**src/design/nvt_consts.svh**
```systemverilog
/*
 * Timing constants of the program/erase sequencer.
 * Assumes inclusion by bare name from design files.
 */
`ifndef NVT_CONSTS_SVH
`define NVT_CONSTS_SVH

// Timebase divider width
`define NVT_DIV_W      8
// Single word program: bus cycles, timebase periods
`define NVT_SW_BUS     25
`define NVT_SW_TB      9
// Consecutive row word: bus cycles, timebase periods
`define NVT_BW_BUS     9
`define NVT_BW_TB      4
// Words in one flash row
`define NVT_ROW_WORDS  32
// Erase lengths in timebase periods
`define NVT_SECT_TB    4000
`define NVT_MASS_TB    20000
// Blank check setup cycles and block sizes in words
`define NVT_BC_SETUP   10
`define NVT_FL_WORDS   32768
`define NVT_EE_WORDS   2048
// Permitted timebase range in kHz, software's duty
`define NVT_TB_MIN_KHZ 150
`define NVT_TB_MAX_KHZ 200

`endif

```
**src/design/nvt_pkg.sv**
```systemverilog
/*
 * Types of the program/erase sequencer.
 * Assumes nvt_consts.svh alongside.
 */
package nvt_pkg;
	typedef enum logic [2:0] {
		NVT_OP_PROG,
		NVT_OP_BURST,
		NVT_OP_SECT,
		NVT_OP_MASS,
		NVT_OP_BLANK
	} nvt_op_t;

	typedef enum logic [1:0] {
		NVT_ST_IDLE,
		NVT_ST_SETUP,
		NVT_ST_TIMED,
		NVT_ST_SCAN
	} nvt_state_t;
endpackage : nvt_pkg

```
**src/design/nvt_tb_if.sv**
```systemverilog
/*
 * Link between sequencer core and a timebase divider.
 * Assumes one clock domain, mclk_in.
 */
`timescale 1ns/10ps
interface nvt_tb_if;
	logic       osc_tick;
	logic [7:0] divider;
	logic       restart;
	logic       tick;

	modport core (output osc_tick, output divider, output restart, input tick);
	modport gen  (input osc_tick, input divider, input restart, output tick);
endinterface : nvt_tb_if

```
**src/design/nvt_core.sv**
```systemverilog
/*
 * Program/erase/blank-check timing sequencer for flash and EEPROM.
 * Assumes the array answers blank_word_in for scan_addr_out in the same cycle,
 * and osc_tick_in is a one-cycle enable synchronous to mclk_in.
 */
`timescale 1ns/10ps
`include "nvt_consts.svh"
module nvt_core #(
	parameter int unsigned P_SECT_TB  = `NVT_SECT_TB,
	parameter int unsigned P_MASS_TB  = `NVT_MASS_TB,
	parameter int unsigned P_FL_WORDS = `NVT_FL_WORDS
) (
	// Clock and reset
	input  wire logic                  mclk_in,
	input  wire logic                  arst_n_in,
	// Oscillator and dividers
	input  wire logic                  osc_tick_in,
	input  wire logic [`NVT_DIV_W-1:0] flash_timebase_divider_in,
	input  wire logic [`NVT_DIV_W-1:0] eeprom_timebase_divider_in,
	// Command
	input  wire logic                  cmd_valid_in,
	input  wire nvt_pkg::nvt_op_t      cmd_op_in,
	input  wire logic                  cmd_eeprom_in,
	output logic                       cmd_ready_out,
	// Array scan
	input  wire logic                  blank_word_in,
	output logic                       scan_en_out,
	output logic [14:0]                scan_addr_out,
	// Status
	output logic                       busy_out,
	output logic                       done_out,
	output logic                       blank_fail_out
);
	import nvt_pkg::*;

	typedef struct packed {
		nvt_state_t  state;
		nvt_op_t     op;
		logic        eeprom;
		logic [4:0]  bus;
		logic [14:0] tb;
		logic [4:0]  words;
		logic        pend;
		logic [14:0] addr;
		logic        scan_en;
		logic        ready;
		logic        busy;
		logic        done;
		logic        fail;
	} nvt_core_st_t;

	nvt_core_st_t st_q;
	nvt_core_st_t st_d;
	logic         accept;
	logic         tick;
	logic [1:0]   restart;
	logic [1:0]   tb_tick;

	// ****************************************
	// Timebase dividers
	// ****************************************
	nvt_tb_if tbl [2] ();

	generate
		for (genvar g = 0; g < 2; g++)
		begin : g_tb
			assign tbl[g].osc_tick = osc_tick_in;
			assign tbl[g].divider  = (g == 0) ? flash_timebase_divider_in
			                                  : eeprom_timebase_divider_in;
			assign tbl[g].restart  = restart[g];
			assign tb_tick[g]      = tbl[g].tick;
			nvt_timebase u_tb (
				.mclk_in   (mclk_in),
				.arst_n_in (arst_n_in),
				.tb        (tbl[g])
			);
		end
	endgenerate

	function automatic logic [14:0] last_word(input logic eeprom);
		last_word = eeprom ? 15'(`NVT_EE_WORDS - 1) : 15'(P_FL_WORDS - 1);
	endfunction : last_word

	assign accept = cmd_valid_in && st_q.ready;
	assign tick   = st_q.eeprom ? tb_tick[1] : tb_tick[0];

	// ****************************************
	// Sequencer
	// ****************************************
	always_comb
	begin
		st_d      = st_q;
		st_d.done = 1'b0;
		restart   = 2'h0;
		if (st_q.state != NVT_ST_IDLE && accept)
			st_d.pend = 1'b1;
		case (st_q.state)
			NVT_ST_IDLE:
			begin
				if (accept)
				begin
					st_d.op     = cmd_op_in;
					st_d.eeprom = cmd_eeprom_in;
					st_d.words  = 5'h00;
					st_d.fail   = 1'b0;
					st_d.busy   = 1'b1;
					if (cmd_op_in == NVT_OP_BURST && cmd_eeprom_in)
						st_d.op = NVT_OP_PROG;
					case (cmd_op_in)
						NVT_OP_PROG, NVT_OP_BURST:
						begin
							st_d.state = NVT_ST_SETUP;
							st_d.bus   = 5'(`NVT_SW_BUS - 1);
						end
						NVT_OP_SECT:
						begin
							st_d.state = NVT_ST_TIMED;
							st_d.tb    = 15'(P_SECT_TB - 1);
							restart    = cmd_eeprom_in ? 2'h2 : 2'h1;
						end
						NVT_OP_MASS:
						begin
							st_d.state = NVT_ST_TIMED;
							st_d.tb    = 15'(P_MASS_TB - 1);
							restart    = cmd_eeprom_in ? 2'h2 : 2'h1;
						end
						NVT_OP_BLANK:
						begin
							st_d.state = NVT_ST_SETUP;
							st_d.bus   = 5'(`NVT_BC_SETUP - 1);
							st_d.addr  = 15'h0000;
						end
						default:
						begin
							st_d.state = NVT_ST_IDLE;
							st_d.busy  = 1'b0;
						end
					endcase
				end
			end
			NVT_ST_SETUP:
			begin
				if (st_q.bus != 5'h00)
				begin
					st_d.bus = st_q.bus - 5'h01;
				end
				else if (st_q.op == NVT_OP_BLANK)
				begin
					st_d.state = NVT_ST_SCAN;
				end
				else
				begin
					st_d.state = NVT_ST_TIMED;
					st_d.tb    = (st_q.words == 5'h00) ? 15'(`NVT_SW_TB - 1)
					                                   : 15'(`NVT_BW_TB - 1);
					restart    = st_q.eeprom ? 2'h2 : 2'h1;
				end
			end
			NVT_ST_TIMED:
			begin
				if (tick)
				begin
					if (st_q.tb != 15'h0000)
					begin
						st_d.tb = st_q.tb - 15'h0001;
					end
					else
					begin
						st_d.done = 1'b1;
						if (st_d.pend)
						begin
							st_d.pend  = 1'b0;
							st_d.words = st_q.words + 5'h01;
							st_d.state = NVT_ST_SETUP;
							st_d.bus   = 5'(`NVT_BW_BUS - 1);
						end
						else
						begin
							st_d.state = NVT_ST_IDLE;
							st_d.busy  = 1'b0;
						end
					end
				end
			end
			NVT_ST_SCAN:
			begin
				if (!blank_word_in)
				begin
					st_d.fail  = 1'b1;
					st_d.done  = 1'b1;
					st_d.state = NVT_ST_IDLE;
					st_d.busy  = 1'b0;
				end
				else if (st_q.addr == last_word(st_q.eeprom))
				begin
					st_d.done  = 1'b1;
					st_d.state = NVT_ST_IDLE;
					st_d.busy  = 1'b0;
				end
				else
				begin
					st_d.addr = st_q.addr + 15'h0001;
				end
			end
			default:
			begin
				st_d.state = NVT_ST_IDLE;
				st_d.busy  = 1'b0;
			end
		endcase
		st_d.scan_en = (st_d.state == NVT_ST_SCAN);
		if (st_d.state == NVT_ST_IDLE)
			st_d.ready = 1'b1;
		else
			st_d.ready = (st_d.op == NVT_OP_BURST) && !st_d.pend
			             && (st_d.words < 5'(`NVT_ROW_WORDS - 1));
	end

	always_ff @(posedge mclk_in or negedge arst_n_in)
	begin
		if (!arst_n_in)
		begin
			st_q       <= '0;
			st_q.ready <= 1'b1;
		end
		else
		begin
			st_q <= st_d;
		end
	end

	assign cmd_ready_out  = st_q.ready;
	assign scan_en_out    = st_q.scan_en;
	assign scan_addr_out  = st_q.addr;
	assign busy_out       = st_q.busy;
	assign done_out       = st_q.done;
	assign blank_fail_out = st_q.fail;

	// ****************************************
	// Checks
	// ****************************************
	property p_sw_timed;
		@(posedge mclk_in) disable iff (!arst_n_in)
		(st_q.state == NVT_ST_SETUP && st_q.bus == 5'h00 && st_q.op != NVT_OP_BLANK
		 && st_q.words == 5'h00) |=> (st_q.state == NVT_ST_TIMED && st_q.tb == 15'h0008);
	endproperty
	a_sw_timed: assert property (p_sw_timed)
		else $error("single word not 9 timebase periods");

	property p_bw_timed;
		@(posedge mclk_in) disable iff (!arst_n_in)
		(st_q.state == NVT_ST_SETUP && st_q.bus == 5'h00 && st_q.op != NVT_OP_BLANK
		 && st_q.words != 5'h00) |=> (st_q.state == NVT_ST_TIMED && st_q.tb == 15'h0003);
	endproperty
	a_bw_timed: assert property (p_bw_timed)
		else $error("row word not 4 timebase periods");

	property p_row_next;
		@(posedge mclk_in) disable iff (!arst_n_in)
		(st_q.state == NVT_ST_TIMED && tick && st_q.tb == 15'h0000 && st_q.pend)
		|=> (st_q.state == NVT_ST_SETUP && st_q.bus == 5'h08
		     && st_q.words == $past(st_q.words) + 5'h01);
	endproperty
	a_row_next: assert property (p_row_next)
		else $error("row word not 9 bus cycles setup");

	property p_row_limit;
		@(posedge mclk_in) disable iff (!arst_n_in)
		(st_q.words == 5'h1f) |-> !st_q.ready || st_q.state == NVT_ST_IDLE;
	endproperty
	a_row_limit: assert property (p_row_limit)
		else $error("more than 32 row words offered");

	property p_no_ee_burst;
		@(posedge mclk_in) disable iff (!arst_n_in)
		(st_q.busy && st_q.eeprom) |-> st_q.op != NVT_OP_BURST;
	endproperty
	a_no_ee_burst: assert property (p_no_ee_burst)
		else $error("EEPROM row programming");

	property p_sect;
		@(posedge mclk_in) disable iff (!arst_n_in)
		(st_q.state == NVT_ST_IDLE && accept && cmd_op_in == NVT_OP_SECT)
		|=> (st_q.state == NVT_ST_TIMED && st_q.tb == 15'(P_SECT_TB - 1));
	endproperty
	a_sect: assert property (p_sect)
		else $error("sector erase length wrong");

	property p_mass;
		@(posedge mclk_in) disable iff (!arst_n_in)
		(st_q.state == NVT_ST_IDLE && accept && cmd_op_in == NVT_OP_MASS)
		|=> (st_q.state == NVT_ST_TIMED && st_q.tb == 15'(P_MASS_TB - 1));
	endproperty
	a_mass: assert property (p_mass)
		else $error("mass erase length wrong");

	property p_bc_setup;
		@(posedge mclk_in) disable iff (!arst_n_in)
		(st_q.state == NVT_ST_IDLE && accept && cmd_op_in == NVT_OP_BLANK)
		|=> (st_q.state == NVT_ST_SETUP) [*8] ##1 st_q.state == NVT_ST_SETUP
		    ##1 st_q.state == NVT_ST_SETUP
		    ##1 (st_q.scan_en && st_q.addr == 15'h0000);
	endproperty
	a_bc_setup: assert property (p_bc_setup)
		else $error("blank check setup not 10 cycles");

	property p_bc_fail;
		@(posedge mclk_in) disable iff (!arst_n_in)
		(st_q.state == NVT_ST_SCAN && !blank_word_in)
		|=> (done_out && blank_fail_out && !busy_out) ##1 !done_out;
	endproperty
	a_bc_fail: assert property (p_bc_fail)
		else $error("blank check did not stop on non-blank word");

	property p_done;
		@(posedge mclk_in) disable iff (!arst_n_in)
		(st_q.state == NVT_ST_TIMED && tick && st_q.tb == 15'h0000) |=> done_out;
	endproperty
	a_done: assert property (p_done)
		else $error("no completion pulse");
endmodule : nvt_core

```
**src/design/nvt_timebase.sv**
```systemverilog
/*
 * Program/erase timebase: divides oscillator ticks by divider+1.
 * Assumes osc_tick is a one-cycle enable synchronous to mclk_in.
 */
`timescale 1ns/10ps
`include "nvt_consts.svh"
module nvt_timebase (
	// Clock and reset
	input  wire logic mclk_in,
	input  wire logic arst_n_in,
	// Divider link
	nvt_tb_if.gen     tb
);
	typedef struct packed {
		logic [`NVT_DIV_W-1:0] cnt;
		logic                  tick;
	} nvt_tb_st_t;

	nvt_tb_st_t st_q;
	nvt_tb_st_t st_d;

	// ****************************************
	// Divider
	// ****************************************
	always_comb
	begin
		st_d      = st_q;
		st_d.tick = 1'b0;
		if (tb.restart)
		begin
			st_d.cnt = '0;
		end
		else if (tb.osc_tick)
		begin
			if (st_q.cnt == tb.divider)
			begin
				st_d.cnt  = '0;
				st_d.tick = 1'b1;
			end
			else
			begin
				st_d.cnt = st_q.cnt + 8'h01;
			end
		end
	end

	always_ff @(posedge mclk_in or negedge arst_n_in)
	begin
		if (!arst_n_in)
			st_q <= '0;
		else
			st_q <= st_d;
	end

	assign tb.tick = st_q.tick;

	property p_tick_from_osc;
		@(posedge mclk_in) disable iff (!arst_n_in)
		st_q.tick |-> $past(tb.osc_tick) && !$past(tb.restart);
	endproperty
	a_tick_from_osc: assert property (p_tick_from_osc)
		else $error("timebase tick without oscillator tick");
endmodule : nvt_timebase

```
**config.mk**
```make
export PLATFORM = sky130hd
export DESIGN_NAME = nvt_core
export DESIGN_NICKNAME = d
export VERILOG_FILES = /design/src/design/nvt_pkg.sv /design/src/design/nvt_tb_if.sv /design/src/design/nvt_core.sv /design/src/design/nvt_timebase.sv
export VERILOG_INCLUDE_DIRS = /design/src /design/src/design
export SDC_FILE = /design/constraint.sdc
export NUM_CORES = 1
export LEC_CHECK = 0
export BUFFER_PORTS_ARGS = -buffer_cell sky130_fd_sc_hd__buf_2
export CORE_ASPECT_RATIO = 0.5
export CORE_MARGIN = 1.5
export CORE_UTILIZATION = 30
export CTS_BUF_LIST = sky130_fd_sc_hd__clkbuf_16
export DETAILED_ROUTE_END_ITERATION = 10
export GPL_TIMING_DRIVEN = 0
export PLACE_DENSITY = 0.48
export SYNTH_ARGS = -nofsm -noshare
export SYNTH_HDL_FRONTEND = slang
export SYNTH_SLANG_ARGS = --single-unit
export TNS_END_PERCENT = 5
```
**constraint.sdc**
```tcl
create_clock -name mclk_in -period 4.09 [get_ports mclk_in]
set_clock_uncertainty 0.1 [all_clocks]
set_input_delay 0.818 -clock mclk_in [delete_from_list [all_inputs] [get_ports mclk_in]]
set_output_delay 0.818 -clock mclk_in [all_outputs]
set_load 0.01 [all_outputs]
```
**Word level (Yosys, flattened, before mapping)**

Index checks and enable logic that the tools add are counted.

- Flip-flop bits (word level): 70
- Logic and storage cells: 146

- $add $sub $neg: 6
- Order comparisons: 1
- Equality and inequality tests: 29
- Multiplexer cells: 65
- Reduce and logical (&&, ||, !) cells: 28

Operators with widths:

| operator | count |
|---|---|
| $mux W15 | 8 |
| $pmux W15 S2 | 2 |
| $pmux W20 S3 | 1 |
| $mux W8 | 4 |
| $mux W31 | 1 |
| $mux W2 | 15 |
| $mux W26 | 1 |
| $ne A2 B2 Y1 const B | 11 |
| $pmux W5 S2 | 2 |
| $mux W9 | 2 |
| $add A8 B1 Y8 const B | 2 |
| $eq A8 B8 Y1 | 2 |
| $add A15 B1 Y15 const B | 1 |
| $eq A15 B15 Y1 | 1 |
| $mux W1 | 15 |
| $mux W5 | 3 |
| $reduce_bool A15 Y1 | 1 |
| $sub A15 B1 Y15 const B | 1 |
| $reduce_and A7 Y1 | 2 |
| $mux W6 | 2 |
| $mux W4 | 2 |
| $pmux W2 S2 | 2 |
| $pmux W2 S4 | 1 |
| $reduce_bool A2 Y1 | 4 |
| other kinds (28) | 43 |

**Longest topological paths before layout**

- Depth in word-level cells: 11
- Mapped depth: 11
- Mapped depth without buffers: 8

**By module**

A second synthesis with hierarchy kept.

- Cell total of the unflattened synthesis: 494
- Area total of the unflattened synthesis: 4,365.4 um^2

Modules (own cells, without submodules):

| module | instances | cells each | area each (um^2) | sequential area each (um^2) |
|---|---|---|---|---|
| nvt_core | 1 | 380 | 3,288.2 | 1,302.5 |
| nvt_timebase (g_tb[0].u_tb) | 1 | 58 | 546.8 | 225.2 |
| nvt_timebase (g_tb[1].u_tb) | 1 | 56 | 530.5 | 225.2 |

**Worst setup path before layout**

OpenSTA, ideal clock, no wires.

- Path kind: input to register
- Start point: in cmd_op_in[1]
- End point: reg st_q (netlist bit scan_addr_out[14])
- Setup time: 0.078 ns
- Data arrival time: 2.354 ns
- Data required time: 3.912 ns
- Slack: 1.558 ns
- Stages on the path: 8
- Path through: or3b_1 -> clkbuf_1 -> nor2_1 -> a21oi_1 -> a21o_1 -> buf_2 -> or4_1 -> a21oi_1

- Word-level cells in the longest chain between the ends: 3

RTL lines:

| element | RTL line | source |
|---|---|---|
| start: declaration | nvt_core.sv:22 | `input wire nvt_pkg::nvt_op_t cmd_op_in,` |
| $eq A3 B3 Y1 | nvt_core.sv:109 | `case (cmd_op_in)` |
| $ne A2 B1 Y1 (no line) | -- |  |
| $reduce_and A5 Y1 (no line) | -- |  |
| end signal: assignment | nvt_core.sv:228 | `st_q <= st_d;` |
| end: declaration | nvt_core.sv:52 | `nvt_core_st_t st_q;` |

No other way between the ends.
A chain may end at the register's enable or synchronous reset.

**Worst setup path in the final report**

- Start point: reg st_q[41] (netlist name)
- End point: reg g_tb[0].u_tb.st_q[1] (netlist name)

- Word-level cells in the longest chain between the ends: 4
- Elaborated cells between the ends (all ways): 5

RTL lines:

| element | RTL line | source |
|---|---|---|
| $reduce_bool A5 Y1 * | nvt_core.sv:143 | `if (st_q.bus != 5'h00)` |
| $mux W2 * | nvt_core.sv:143 |  |
| $pmux W2 S2 * | nvt_core.sv:97 | `case (st_q.state)` |
| $mux W8 or $reduce_bool A2 Y1 (tied branches) | -- |  |
| end signal: assignment | nvt_timebase.sv:52 | `st_q <= st_d;` |
| end: declaration | nvt_timebase.sv:19 | `nvt_tb_st_t st_q;` |

Every way passes the cells marked *; elsewhere a longest branch is shown, timed or not.

==> qor.yml <==
logic_synthesis:
  syn_inst: 499
  synth_adder_area_share_pct: 3.407
  ys_warn_count: 0
  synth_simple_gate_area_share_pct: 23.17
  synth_top_family_by_area: "simple AND/OR/NAND/NOR gates"
  synth_area_leaders: "dfrtp_1, o21ai_0, xnor2_1"
  postSynthAreaPerCell_um2: 8.831
  yosysSeqAreaShare_pct: 39.78
  synth_mux_area_share_pct: 3.152
  synthArstFlopShare_pct: 100.0
  ys_types: 66
  synth-edff-count: 0
  yosys.area.top_type: "dfrtp_1"
  synth_compound_area_share_pct: 19.39
  syn_nets: 536
  synthXorXnorAreaFrac_pct: 4.969
  syn_area_um2: 4407
  synth_top_area_share_pct: 39.18
  ys_seq_elements: 70
  dominantRegCellSynth: "dfrtp_1"
critical_path:
  cp_max_fo: 8
  arrival_ns: 3.30
  rr_startpoint: "st_q[41]"
  worst-path-buf-inv: 1
  crit_family: "simple AND/OR/NAND/NOR gates"
  crit_type: "flop to flop"
  r2r_slack_ns: 0.91
  endpoint_kind: "flop"
  r2r-end: "g_tb[0].u_tb.st_q[1]"
  worstPathRequired_ns: 4.21
  worstSetupStartpointType: "flop"
  slowest_delay_ns: 0.90
  cpMaxStageDelayCell: "o311ai_1"
  r2r_cells: 7
  path_cells: "inv_1 -> ha_1 -> nor3b_1 -> nand3b_1 -> o311ai_1 -> nor2_1 -> mux2_2"
finish:
  stdcell_count: 758
  diodes: 0
  layout_commonest_cell: "dfrtp_1"
  syn2layout_area_growth_pct: 19.51
  fill_cells: 1507
  drive_gt1_share_pct: 17.86
  nNetsFinal: 592
  final_cell_mix: "dfrtp_1, buf_2, o21ai_0"
  final_cell_area_um2: 5266
clocking:
  path_clk_slew_ns: 0.06
  cts_made_buffers: 9
  clock_path_buffers: 2
  htree_levels: 3
  cts_hold_buf: 0
  tritoncts: "built"
  post_cts_buffers: 0
  clock_latency_ns: 0.33
  ctsResizeCount: 0
  cts-root-buf: "clkbuf_16"
  clkSinkCount: 70
sta:
  min_period_over_period_pct: 77.72
  hold_viol_final: 0
  rsz0062_at_grt: "false"
  final.setup.tns_ns: 0
  fin_crit_ns: 3.179
  worst_pin_slew_ns: 1.003
  setup_viol: 0
  fmax_ghz: 0.3146
  finalMaxSlewViolations: 0
  slew_headroom_pct: 32.07
floorplanning:
  dieArea_um2: 15470
  rows: 31
  io_pins: 45
  core_um2: 14390
  die_w_um: 174.4
  die_h_um: 88.70
  start_util_pct: 30.62
power_and_ir_drop:
  combPwrFrac_pct: 37.5
  leakagePower_nw: 2.260
  irDropWorstVdd_uv: 240.8
  internal_power_mw: 1.968
  power_density_nw_per_um2: 595.6
  clkPwrFrac_pct: 30.4
  power.total_mw: 3.136
  switching_power_mw: 1.168
  sw_frac_of_total_pct: 37.25
  seqPwrFrac_pct: 32.1
routing:
  drt_iter0_drc: 230
  wl_per_cell_um: 14.76
  drc: 0
  vias: 3879
  ant_nets: 0
  drt_first_pass_iters: 5
  routed_wl_um: 11190
  via_per_inst: 5.117
flow_run:
  max-cap-violations: 0
placed_design:
  gp_congestion: 0.7900
  place_area_um2: 4905
  io_buffers: 44
  dp_hpwl_um: 8104
  dp_cells: 742
status:
  status: "finished, final reports clean"
global_route:
  grt_overflow: 0
  first_global_vias: 3763
  grt_usage_pct: 15.79
  grt_pass1_wl_um: 19270
  grt_max_degree: 59
  antenna_found_initial: 0
hold_path:
  hold_path_class: "primary input to asynchronous set/reset pin"
[worst reg2reg max path: cells and delay by family (launching register included)]
family	cells	cell delay, ns
DFF	1	0.39
adders and majority gates	1	0.19
and+or+nand+nor	3	1.05
muxes	1	0.36
AOI/OAI and AO/OA	1	0.90
buffers and inverters	1	0.08
[metal layers]
layer	part of all wire [%]	GRT usage (%)
met2	44	25.68
met4	0.72	3.918
met1	51	21.16
met3	4.3	4.081
met5	0	0
[flip-flops by register name, indices dropped and copies added, names as in the netlist, 2 cells and up]
register / cells
g_tb.u_tb.st_q: 16
g_tb.u_tb.tb.tick: 2
scan_addr_out: 15
st_q: 32
[how the worst max path moves through the flow]
| stage | start | end | cells past startpoint |
|---|---|---|---|
| global placement | st_q[50] | cmd_ready_out | 10 |
| global route | st_q[50] | cmd_ready_out | 10 |
| detailed placement | st_q[50] | cmd_ready_out | 10 |
| floorplan | cmd_op_in[1] | scan_addr_out[14] | 8 |
| CTS | st_q[50] | cmd_ready_out | 10 |
| finish | st_q[41] | g_tb[0].u_tb.st_q[1] | 7 |
[power by group through the flow]
stage	sequential (mW)	clock (mW)	combinational (mW)
6_report	1.01	0.954	1.17
5_1_grt	1.04	1.02	1.34
4_1_cts	1.01	0.985	1.18
3_5_place_dp	1.02	0	1.18
3_3_place_gp	1.02	0	1.17
2_1_floorplan	0.981	0	0.856
[cells in the mapped netlist, drive strengths merged, types with 5 or more instances]
master and instances:
nand3 18, nand2 31, nand4 13, mux2 7, buf 23, ha 12, or4 7, nor3 18
clkbuf 11, o21ai 54, a21oi 33, nor3b 5, inv 19, dfrtp 69, mux2i 6, nor2 45
xnor2 22, a31oi 5, a21o 6, o31ai 9, and3 9, or3 7, nand2b 6
[area by class of cell]
type | count | area [um2] | share of cell area, %
inverter | 19 | 71.32 | 1.354
multi-input combinational | 376 | 2384 | 45.26
tap | 198 | 247.7 | 4.704
clock buffer | 9 | 225.2 | 4.277
timing repair buffer | 45 | 250.2 | 4.752
clock inverter | 7 | 136.4 | 2.590
buffer | 34 | 198.9 | 3.778
sequential | 70 | 1753 | 33.29
[through the flow]
stage          util (%)  setup slack, ns  hold slack, ns
2_1_floorplan         -            1.558          0.3683
6_report          36.60           0.9112          0.2373
3_5_place_dp      34.08           0.9023          0.3991
4_1_cts           36.60           0.8907          0.2328
3_3_place_gp      33.88           0.8506          0.3873
5_1_grt           36.60           0.4917          0.2402
[logic make-up after synthesis]
family,Yosys count
AND/OR/NAND/NOR,188
buffers and inverters,53
adder cells (fa/ha/maj),12
flip-flops,70
AO/OA/AOI/OAI,138
XOR/XNOR,25
multiplexers,13
No activity file was read; power rests on OpenSTA's default activity.
